### config.mk
export PLATFORM = sky130hd
export DESIGN_NAME = cc_timer
export DESIGN_NICKNAME = d
export VERILOG_FILES = /design/src/design/_unused_placeholder_removed.sv /design/src/design/cc_timer_pkg.sv /design/src/design/capture_edge.sv /design/src/design/cc_timer.sv
export SDC_FILE = /design/constraint.sdc
export NUM_CORES = 1
export LEC_CHECK = 0
export BUFFER_PORTS_ARGS = -buffer_cell sky130_fd_sc_hd__buf_4
export CAP_MARGIN = 20
export CORE_UTILIZATION = 41
export DETAILED_ROUTE_END_ITERATION = 6
export REMOVE_ABC_BUFFERS = 1
export SETUP_SLACK_MARGIN = 0.1
export SYNTH_ARGS = -nofsm -noshare
export SYNTH_HDL_FRONTEND = slang
export SYNTH_SLANG_ARGS = --single-unit
### constraint.sdc
create_clock -name aclk -period 3.92 [get_ports aclk]
set_input_delay 0 -clock aclk [delete_from_list [all_inputs] [get_ports aclk]]
set_output_delay 0 -clock aclk [all_outputs]
set_load 0.01 [all_outputs]
### src/design/_unused_placeholder_removed.sv
// Empty on purpose: no logic
`timescale 1ns/1ps

### src/design/cc_timer_pkg.sv
// Package: register map, field layout, reset values and types of the timer
package cc_timer_pkg;

  // Register byte offsets on the AXI4-Lite bus
  localparam logic [7:0] OFF_CTRL   = 8'h00;
  localparam logic [7:0] OFF_OPTION = 8'h04;
  localparam logic [7:0] OFF_COUNT  = 8'h08;
  localparam logic [7:0] OFF_PRESC  = 8'h0c;
  localparam logic [7:0] OFF_CCR0   = 8'h10;
  localparam logic [7:0] OFF_STATUS = 8'h20;
  localparam logic [7:0] OFF_MASK   = 8'h24;

  // Field positions
  localparam int CTRL_EN_BIT    = 0;
  localparam int CTRL_MODE_LSB  = 1;
  localparam int OPT_OVF_BIT    = 0;
  localparam int OPT_CCS_LSB    = 4;
  localparam int STS_OVF_BIT    = 4;

  // Reset values and counter limits
  localparam logic [15:0] CNT_IDLE  = 16'hffff;
  localparam logic [15:0] CNT_MAX   = 16'hffff;
  localparam logic [15:0] CCR_RST   = 16'h0000;
  localparam logic [7:0]  PRESC_RST = 8'h00;
  localparam logic [4:0]  MASK_RST  = 5'h00;

  // AXI responses
  localparam logic [1:0] RESP_OKAY   = 2'h0;
  localparam logic [1:0] RESP_SLVERR = 2'h2;

  // Three-bit timer_mode_field encodings used here
  localparam logic [2:0] MODE_PWM  = 3'h4;
  localparam logic [2:0] MODE_FREE = 3'h5;

  typedef struct packed {
    logic [2:0] timer_mode_field;
    logic       count_enable_bit;
  } ctrl_t;

  typedef struct packed {
    logic       ovf;
    logic [3:0] chan;
  } events_t;

endpackage : cc_timer_pkg

### src/design/capture_edge.sv
// Two-stage synchroniser and rising-edge detector for the capture pins
`timescale 1ns/1ps
module capture_edge #(
  parameter int WIDTH = 4
) (
  input  wire logic             aclk,
  input  wire logic             aresetn,
  input  wire logic [WIDTH-1:0] pin_in,
  output logic      [WIDTH-1:0] edge_pulse
);

  logic [WIDTH-1:0] sync1_r;
  logic [WIDTH-1:0] sync2_r;
  logic [WIDTH-1:0] last_r;
  logic [WIDTH-1:0] edge_r;

  always_ff @(posedge aclk) begin
    if (!aresetn) begin
      sync1_r <= '0;
      sync2_r <= '0;
      last_r  <= '0;
      edge_r  <= '0;
    end else begin
      sync1_r <= pin_in;
      sync2_r <= sync1_r;
      last_r  <= sync2_r;
      edge_r  <= sync2_r & ~last_r;
    end
  end

  assign edge_pulse = edge_r;

endmodule // capture_edge

### src/design/cc_timer.sv
// Free-running 16-bit capture/compare timer with AXI4-Lite registers
`timescale 1ns/1ps
module cc_timer #(
  parameter bit CAPTURE_EN = 1'b1
) (
  input  wire logic        aclk,
  input  wire logic        aresetn,
  input  wire logic [7:0]  s_axi_awaddr,
  input  wire logic        s_axi_awvalid,
  output logic             s_axi_awready,
  input  wire logic [31:0] s_axi_wdata,
  input  wire logic [3:0]  s_axi_wstrb,
  input  wire logic        s_axi_wvalid,
  output logic             s_axi_wready,
  output logic [1:0]       s_axi_bresp,
  output logic             s_axi_bvalid,
  input  wire logic        s_axi_bready,
  input  wire logic [7:0]  s_axi_araddr,
  input  wire logic        s_axi_arvalid,
  output logic             s_axi_arready,
  output logic [31:0]      s_axi_rdata,
  output logic [1:0]       s_axi_rresp,
  output logic             s_axi_rvalid,
  input  wire logic        s_axi_rready,
  input  wire logic [3:0]  capture_input_pin,
  output logic [3:0]       timer_output_pin,
  output logic [3:0]       channel_match_irq,
  output logic             counter_overflow_irq,
  output logic             irq
);

  ////////////////////////////////////////////////////////////////////////////
  // State
  cc_timer_pkg::ctrl_t     ctrl_r;
  cc_timer_pkg::events_t   evt;
  cc_timer_pkg::events_t   evt_r;
  logic [3:0]  ccs_r;
  logic        ovf_flag_r;
  logic [7:0]  presc_r;
  logic [7:0]  div_r;
  logic [15:0] cnt_r;
  logic        started_r;
  logic        run_prev_r;
  logic [15:0] ccr_r [4];
  logic [3:0]  match_prev_r;
  logic [3:0]  out_r;
  logic [4:0]  sts_r;
  logic [4:0]  mask_r;

  // Bus capture registers
  logic        aw_have_r;
  logic        w_have_r;
  logic [7:0]  awaddr_r;
  logic [31:0] wdata_r;
  logic [3:0]  wstrb_r;
  logic        bvalid_r;
  logic [1:0]  bresp_r;
  logic        rvalid_r;
  logic [1:0]  rresp_r;
  logic [31:0] rdata_r;

  function automatic logic hit(input logic [7:0] a, input logic [7:0] off);
    return a == off;
  endfunction

  function automatic logic [2:0] ccr_hit(input logic [7:0] a);
    // Bit 2 flags a channel register, low bits give the index
    if (a[7:4] == cc_timer_pkg::OFF_CCR0[7:4] && a[1:0] == 2'h0)
      return {1'b1, a[3:2]};
    return 3'h0;
  endfunction

  ////////////////////////////////////////////////////////////////////////////
  // Bus write side
  wire wr_go   = aw_have_r && w_have_r && !bvalid_r;
  wire [2:0] wr_ccr = ccr_hit(awaddr_r);
  wire wr_ctrl = wr_go && hit(awaddr_r, cc_timer_pkg::OFF_CTRL);
  wire wr_opt  = wr_go && hit(awaddr_r, cc_timer_pkg::OFF_OPTION);
  wire wr_prs  = wr_go && hit(awaddr_r, cc_timer_pkg::OFF_PRESC);
  wire wr_sts  = wr_go && hit(awaddr_r, cc_timer_pkg::OFF_STATUS);
  wire wr_msk  = wr_go && hit(awaddr_r, cc_timer_pkg::OFF_MASK);
  wire wr_cnt  = wr_go && hit(awaddr_r, cc_timer_pkg::OFF_COUNT);
  wire wr_chan = wr_go && wr_ccr[2];
  wire wr_ok   = wr_ctrl || wr_opt || wr_prs || wr_sts || wr_msk ||
                 wr_cnt || wr_chan;

  assign s_axi_awready = !aw_have_r;
  assign s_axi_wready  = !w_have_r;
  assign s_axi_bvalid  = bvalid_r;
  assign s_axi_bresp   = bresp_r;

  always_ff @(posedge aclk) begin
    if (!aresetn) begin
      aw_have_r <= 1'b0;
      w_have_r  <= 1'b0;
      awaddr_r  <= 8'h00;
      wdata_r   <= 32'h0000_0000;
      wstrb_r   <= 4'h0;
      bvalid_r  <= 1'b0;
      bresp_r   <= cc_timer_pkg::RESP_OKAY;
    end else begin
      if (s_axi_awvalid && !aw_have_r) begin
        aw_have_r <= 1'b1;
        awaddr_r  <= s_axi_awaddr;
      end else if (wr_go) begin
        aw_have_r <= 1'b0;
      end
      if (s_axi_wvalid && !w_have_r) begin
        w_have_r <= 1'b1;
        wdata_r  <= s_axi_wdata;
        wstrb_r  <= s_axi_wstrb;
      end else if (wr_go) begin
        w_have_r <= 1'b0;
      end
      if (wr_go) begin
        bvalid_r <= 1'b1;
        bresp_r  <= wr_ok ? cc_timer_pkg::RESP_OKAY
                          : cc_timer_pkg::RESP_SLVERR;
      end else if (s_axi_bready) begin
        bvalid_r <= 1'b0;
      end
    end
  end

  ////////////////////////////////////////////////////////////////////////////
  // Counter and count clock
  // mode decode
  wire mode_ok = ctrl_r.timer_mode_field == cc_timer_pkg::MODE_FREE ||
                 ctrl_r.timer_mode_field == cc_timer_pkg::MODE_PWM;
  wire running = ctrl_r.count_enable_bit && mode_ok;
  wire is_pwm  = ctrl_r.timer_mode_field == cc_timer_pkg::MODE_PWM;
  wire tick    = running && div_r == presc_r;
  wire start   = running && !run_prev_r;
  assign evt.ovf = tick && started_r && cnt_r == cc_timer_pkg::CNT_MAX;

  // capture only in the capable unit
  wire [3:0] cap_sel = ccs_r & {4{CAPTURE_EN}};
  wire [3:0] cap_edge;

  capture_edge #(.WIDTH(4)) u_edge (
    .aclk       (aclk),
    .aresetn    (aresetn),
    .pin_in     (capture_input_pin),
    .edge_pulse (cap_edge)
  );

  logic [3:0] match_now;
  logic [3:0] match_rise;
  logic [3:0] cap_evt;
  always_comb begin
    for (int i = 0; i < 4; i++) begin
      // compare against the live register, no buffer
      match_now[i]  = started_r && !cap_sel[i] && cnt_r == ccr_r[i];
      match_rise[i] = match_now[i] && !match_prev_r[i];
      // capture on a valid edge while counting
      cap_evt[i]    = running && cap_sel[i] && cap_edge[i];
      // PWM raises at the match, otherwise a step later
      evt.chan[i]   = cap_evt[i] ||
                      (is_pwm ? match_rise[i] : tick && match_now[i]);
    end
  end

  // Idle counter sits at FFFFH so the first tick lands on 0000H
  always_ff @(posedge aclk) begin
    if (!aresetn) begin
      cnt_r      <= cc_timer_pkg::CNT_IDLE;
      div_r      <= 8'h00;
      started_r  <= 1'b0;
      run_prev_r <= 1'b0;
    end else begin
      run_prev_r <= running;
      if (!running) begin
        cnt_r     <= cc_timer_pkg::CNT_IDLE;
        div_r     <= 8'h00;
        started_r <= 1'b0;
      end else begin
        div_r <= tick ? 8'h00 : div_r + 8'h01;
        if (tick) begin
          // counter never cleared by a match
          cnt_r     <= cnt_r + 16'h0001;
          started_r <= 1'b1;
        end
      end
    end
  end

  ////////////////////////////////////////////////////////////////////////////
  // Channels, pins, flags
  logic [15:0] ccr_nxt [4];
  always_comb begin
    for (int i = 0; i < 4; i++) begin
      ccr_nxt[i] = ccr_r[i];
      if (cap_evt[i]) begin
        ccr_nxt[i] = cnt_r;
      end else if (wr_chan && wr_ccr[1:0] == 2'(i) && !cap_sel[i]) begin
        if (wstrb_r[0]) ccr_nxt[i][7:0]  = wdata_r[7:0];
        if (wstrb_r[1]) ccr_nxt[i][15:8] = wdata_r[15:8];
      end
    end
  end

  // option write with bit 0 low clears the flag
  wire ovf_clr = wr_opt && wstrb_r[0] && !wdata_r[cc_timer_pkg::OPT_OVF_BIT];
  wire ovf_flag_nxt = evt.ovf || (ovf_flag_r && !ovf_clr);

  wire [4:0] sts_w1c = (wr_sts && wstrb_r[0]) ? wdata_r[4:0] : 5'h00;
  wire [4:0] sts_nxt = (sts_r & ~sts_w1c) | evt;

  always_ff @(posedge aclk) begin
    if (!aresetn) begin
      for (int i = 0; i < 4; i++) ccr_r[i] <= cc_timer_pkg::CCR_RST;
      match_prev_r <= 4'h0;
      out_r        <= 4'h0;
      ovf_flag_r   <= 1'b0;
      sts_r        <= 5'h00;
      evt_r        <= '0;
    end else begin
      for (int i = 0; i < 4; i++) ccr_r[i] <= ccr_nxt[i];
      match_prev_r <= match_now;
      out_r        <= out_r ^ (~cap_sel & ({4{start}} | match_rise));
      ovf_flag_r   <= ovf_flag_nxt;
      sts_r        <= sts_nxt;
      evt_r        <= evt;
    end
  end

  always_ff @(posedge aclk) begin
    if (!aresetn) begin
      ctrl_r  <= '0;
      ccs_r   <= 4'h0;
      presc_r <= cc_timer_pkg::PRESC_RST;
      mask_r  <= cc_timer_pkg::MASK_RST;
    end else begin
      if (wr_ctrl && wstrb_r[0]) begin
        ctrl_r <= wdata_r[cc_timer_pkg::CTRL_MODE_LSB +: 4];
      end
      if (wr_opt && wstrb_r[0]) begin
        ccs_r <= wdata_r[cc_timer_pkg::OPT_CCS_LSB +: 4];
      end
      if (wr_prs && wstrb_r[0]) presc_r <= wdata_r[7:0];
      if (wr_msk && wstrb_r[0]) mask_r <= wdata_r[4:0];
    end
  end

  assign timer_output_pin     = out_r;
  assign channel_match_irq    = evt_r.chan;
  assign counter_overflow_irq = evt_r.ovf;
  assign irq                  = |(sts_r & mask_r);

  ////////////////////////////////////////////////////////////////////////////
  // Bus read side
  wire [2:0] rd_ccr = ccr_hit(s_axi_araddr);
  wire rd_go = s_axi_arvalid && !rvalid_r;
  logic [31:0] rd_val;
  logic        rd_ok;
  always_comb begin
    rd_ok  = 1'b1;
    rd_val = 32'h0000_0000;
    if (hit(s_axi_araddr, cc_timer_pkg::OFF_CTRL)) begin
      rd_val[4:0] = {ctrl_r, 1'b0} >> 1;
    end else if (hit(s_axi_araddr, cc_timer_pkg::OFF_OPTION)) begin
      rd_val[7:0] = {ccs_r, 3'h0, ovf_flag_r};
    end else if (hit(s_axi_araddr, cc_timer_pkg::OFF_COUNT)) begin
      rd_val[15:0] = cnt_r;
    end else if (hit(s_axi_araddr, cc_timer_pkg::OFF_PRESC)) begin
      rd_val[7:0] = presc_r;
    end else if (hit(s_axi_araddr, cc_timer_pkg::OFF_STATUS)) begin
      rd_val[4:0] = sts_r;
    end else if (hit(s_axi_araddr, cc_timer_pkg::OFF_MASK)) begin
      rd_val[4:0] = mask_r;
    end else if (rd_ccr[2]) begin
      rd_val[15:0] = ccr_r[rd_ccr[1:0]];
    end else begin
      rd_ok = 1'b0;
    end
  end

  assign s_axi_arready = !rvalid_r;
  assign s_axi_rvalid  = rvalid_r;
  assign s_axi_rdata   = rdata_r;
  assign s_axi_rresp   = rresp_r;

  always_ff @(posedge aclk) begin
    if (!aresetn) begin
      rvalid_r <= 1'b0;
      rdata_r  <= 32'h0000_0000;
      rresp_r  <= cc_timer_pkg::RESP_OKAY;
    end else if (rd_go) begin
      rvalid_r <= 1'b1;
      rdata_r  <= rd_val;
      rresp_r  <= rd_ok ? cc_timer_pkg::RESP_OKAY : cc_timer_pkg::RESP_SLVERR;
    end else if (s_axi_rready) begin
      rvalid_r <= 1'b0;
    end
  end
endmodule // cc_timer

==> flow_summary.toml <==
[floorplan]
ios = 114
fp.dieW_um = 156
start_util_pct = 42.2
num_rows = 55
fp.dieArea_um2 = 24200
core_um2 = 22900
die_h_um = 156

[timing]
clock_skew_ns = 0.0110
fin_crit_ns = 2.55
slew_violations = 0
hold_violations = 0
tightestPinTransition_ns = 1.05
maxSlewHeadroom_pct = 29.8
final-setup-viol-count = 0
timing.final.crit_share_pct = 65.0
rsz0062_at_grt = "no"
whs_ns = 0.0923
tns_ns = 0
max_freq_ghz = 0.392

[grt]
grt_pass1_vias = 7795
grt_use_met3_pct = 4.17
grt_start_max_net_pins = 66
grt_use_met2_pct = 38.6
grt_most_used_layer = "met2"
grt_util_met1_pct = 32.7
antenna_found_initial = 0
grt_usage_pct = 24.1
gr-total-overflow = 0
grt_pass1_wl_um = 44300

[detailed_routing]
vias = 8353
wl_per_cell_um = 18.9
drt-initial-drc-count = 635
wirelength_um = 28400
drcViolationCount = 0
dr.pass1.iters = 5
viasPerCell = 5.56
ant_nets = 0

[cts]
clk_pin_slew_worst_paths_ns = 0.08
htree_levels = 4
cts-root-buf = "clkbuf_16"
clockBufferDepth = 2
cts_tree = "built"
post_cts_buffers = 0
clock_sink_count = 194
cts_buffers = 17
clk_latency_ns = 0.45
cts_resized = 0

[worst_setup_path]
worstSetupPathType = "reg -> reg"
critical_path_buf_inv_count = 0
slowest_stage = "nor3_1"
rr_worst_depth = 5
r2r-start = "presc_r[7]$_SDFFE_PN0P_"
r2r-end = "sts_r[4]$_SDFF_PN0_"
reg2reg_slack_ns = 1.37
start_kind = "flop"
path_max_fanout = 10
crit_arrival_ns = 2.94
path_delay_family = "simple AND/OR/NAND/NOR gates"
cp_cell_sequence = "xor2_1, nor4_4, nand4_1, nor3_1, a31o_2"
crit_path_max_incr_delay_ns = 0.74
required_ns = 4.31
cp-end-kind = "flop"

[hold_path]
hold_path.class = "in -> reg"
hold_path_depth = 5
holdPathEnd = "s_axi_rdata[1]$_SDFFE_PN0P_"
min-delay-start = "s_axi_araddr[4]"

[job]
cap_viol_max_count = 0

[power_and_ir_drop]
switching_share_pct = 24.3
p_leak_nw = 4.21
power.density_nw_per_um2 = 364
clkPwrFrac_pct = 44.4
power_frac_seq_pct = 49.4
combPwrFrac_pct = 6.2
p_switching_mw = 1.00
vdd.ir_drop.worst_uv = 332
internal-power_mw = 3.13

[logic_synthesis]
synth-edff-count = 0
synthesis.instances = 1106
synth_compound_area_share_pct = 14.8
syn-cell-area_um2 = 9670
synth_xor_xnor_area_share_pct = 7.70
synth_flop_cell = "dfxtp_1"
synth_seq_cells = 194
synth_seq_area_share_pct = 40.2
synthAdderAreaFrac_pct = 0.259
ys_warn_count = 0
async_reset_ff_share_pct = 0
synth_top_family_by_area = "simple AND/OR/NAND/NOR gates"
avgSynthCellArea_um2 = 8.74
synth_mux_area_share_pct = 10.7
ys_types = 66
yosys.area_share.simple_pct = 21.0

[final_layout]
antenna_cells = 0
fin_nets = 1241
drive_gt1_share_pct = 14.0
final_common_cell = "dfxtp_1"
multi_input_area_um2 = 5330
register_area_um2 = 3880
final_util_pct = 49.5
layout_common_cells = "194 x dfxtp_1, 163 x nand2_1, 94 x buf_4"
nFillCells = 2206
syn_to_final_growth_pct = 17.3

[placement]
dp.final_hpwl_um = 19300
numPortBuffers = 77
routabilityCongestion = 0.873

[outcome]
status = "finished, final reports clean"
==> how the worst max path moves through the flow <==
stage                           to                    start  slack [ns]  cells past startpoint
2_1_floorplan  div_r[2]$_SDFF_PP0_                  aresetn        1.38                      4
3_3_place_gp   sts_r[4]$_SDFF_PN0_  presc_r[7]$_SDFFE_PN0P_        1.37                      5
3_5_place_dp   sts_r[4]$_SDFF_PN0_  presc_r[7]$_SDFFE_PN0P_        1.38                      5
4_1_cts        sts_r[4]$_SDFF_PN0_  presc_r[7]$_SDFFE_PN0P_        1.37                      5
5_1_grt        sts_r[4]$_SDFF_PN0_    cnt_r[1]$_SDFFE_PN1N_        1.20                      6
6_report       sts_r[4]$_SDFF_PN0_  presc_r[7]$_SDFFE_PN0P_        1.37                      5
==> stage by stage <==
stage               std cells  setup slack (ns)  total power, mW  cell area (um2)
floorplan                1025              1.38             2.19             9260
global placement         1430              1.37             2.31            10300
detailed placement       1431              1.38             2.31            10300
CTS                      1501              1.37             4.15            11300
global route             1502              1.20             4.27            11300
finish                   1502              1.37             4.13            11300
==> cells by family after synthesis <==
logic type | count (synthesis)
DFF | 194
xor gates and xnor gates | 85
other | 1
and+or+nand+nor | 408
muxes | 84
AOI/OAI and AO/OA | 222
adders and majority gates | 2
buffers and inverters | 110
==> Yosys cell counts, types with 3 or more instances <==
cell type / instances / area, um2
dfxtp_1: 194 / 3880
nand2_1: 163 / 612
nor2_1: 85 / 319
a21oi_1: 79 / 395
xor2_1: 73 / 639
mux2i_1: 65 / 651
o21ai_0: 59 / 295
clkbuf_1: 53 / 199
nand3_1: 31 / 155
a311oi_1: 30 / 263
buf_4: 20 / 150
and2_1: 17 / 106
nor3_1: 17 / 85.1
mux4_2: 15 / 338
buf_2: 14 / 70.1
nand2b_1: 13 / 81.3
inv_1: 12 / 45.0
o21ai_1: 12 / 60.1
xnor2_1: 12 / 105
nor4_1: 11 / 68.8
or3_1: 11 / 68.8
a22oi_1: 10 / 75.1
nand4_1: 10 / 62.6
and3_1: 9 / 56.3
buf_1: 9 / 33.8
a221oi_1: 8 / 70.1
nor2b_1: 8 / 50.1
and4_1: 4 / 35.0
mux2_2: 4 / 45.0
nand3b_1: 4 / 30.0
a221o_1: 3 / 30.0
nor3_2: 3 / 30.0
o2111ai_1: 3 / 26.3
==> state kept, by name, indices dropped and copies added (netlist names), 5 cells and up <==
| register | cells |
|---|---|
| awaddr_r | 8 |
| ccr_r | 64 |
| cnt_r | 16 |
| div_r | 8 |
| mask_r | 5 |
| presc_r | 8 |
| s_axi_rdata | 16 |
| sts_r | 5 |
| wdata_r | 16 |
==> per-layer routing <==
layer / up-vias / share of wire, %
li1: 4007 / -
met1: 3975 / 46
met2: 327 / 46
met3: 44 / 6.4
met4: 0 / 2.2
met5: - / 0
==> worst reg2reg max path, stage by stage (launching register included) <==
cell and delay (ns):
dfxtp_1 0.35, xor2_1 0.19, nor4_4 0.58, nand4_1 0.45
nor3_1 0.74, a31o_2 0.20
==> area by class of cell <==
class | count | area share, %
inverter | 12 | 0.397
timing repair buffer | 132 | 9.58
clock inverter | 14 | 1.54
clock buffer | 18 | 3.78
sequential | 194 | 34.2
multi-input combinational | 819 | 47.0
tap | 313 | 3.45
==> power groups by stage <==
stage / logic (mW) / clock network (mW) / registers, mW
2_1_floorplan: 0.115 / 0 / 2.07
3_3_place_gp: 0.224 / 0 / 2.08
3_5_place_dp: 0.226 / 0 / 2.09
4_1_cts: 0.257 / 1.86 / 2.04
5_1_grt: 0.284 / 1.94 / 2.04
6_report: 0.256 / 1.84 / 2.04
==> what timing repair did <==
item / in CTS / in global routing
setup endpoints to repair: 0 / 0
hold buffers: 38 / 0
hold endpoints to repair: 35 / 0
Note: power is estimated with default switching activity, not from simulation.
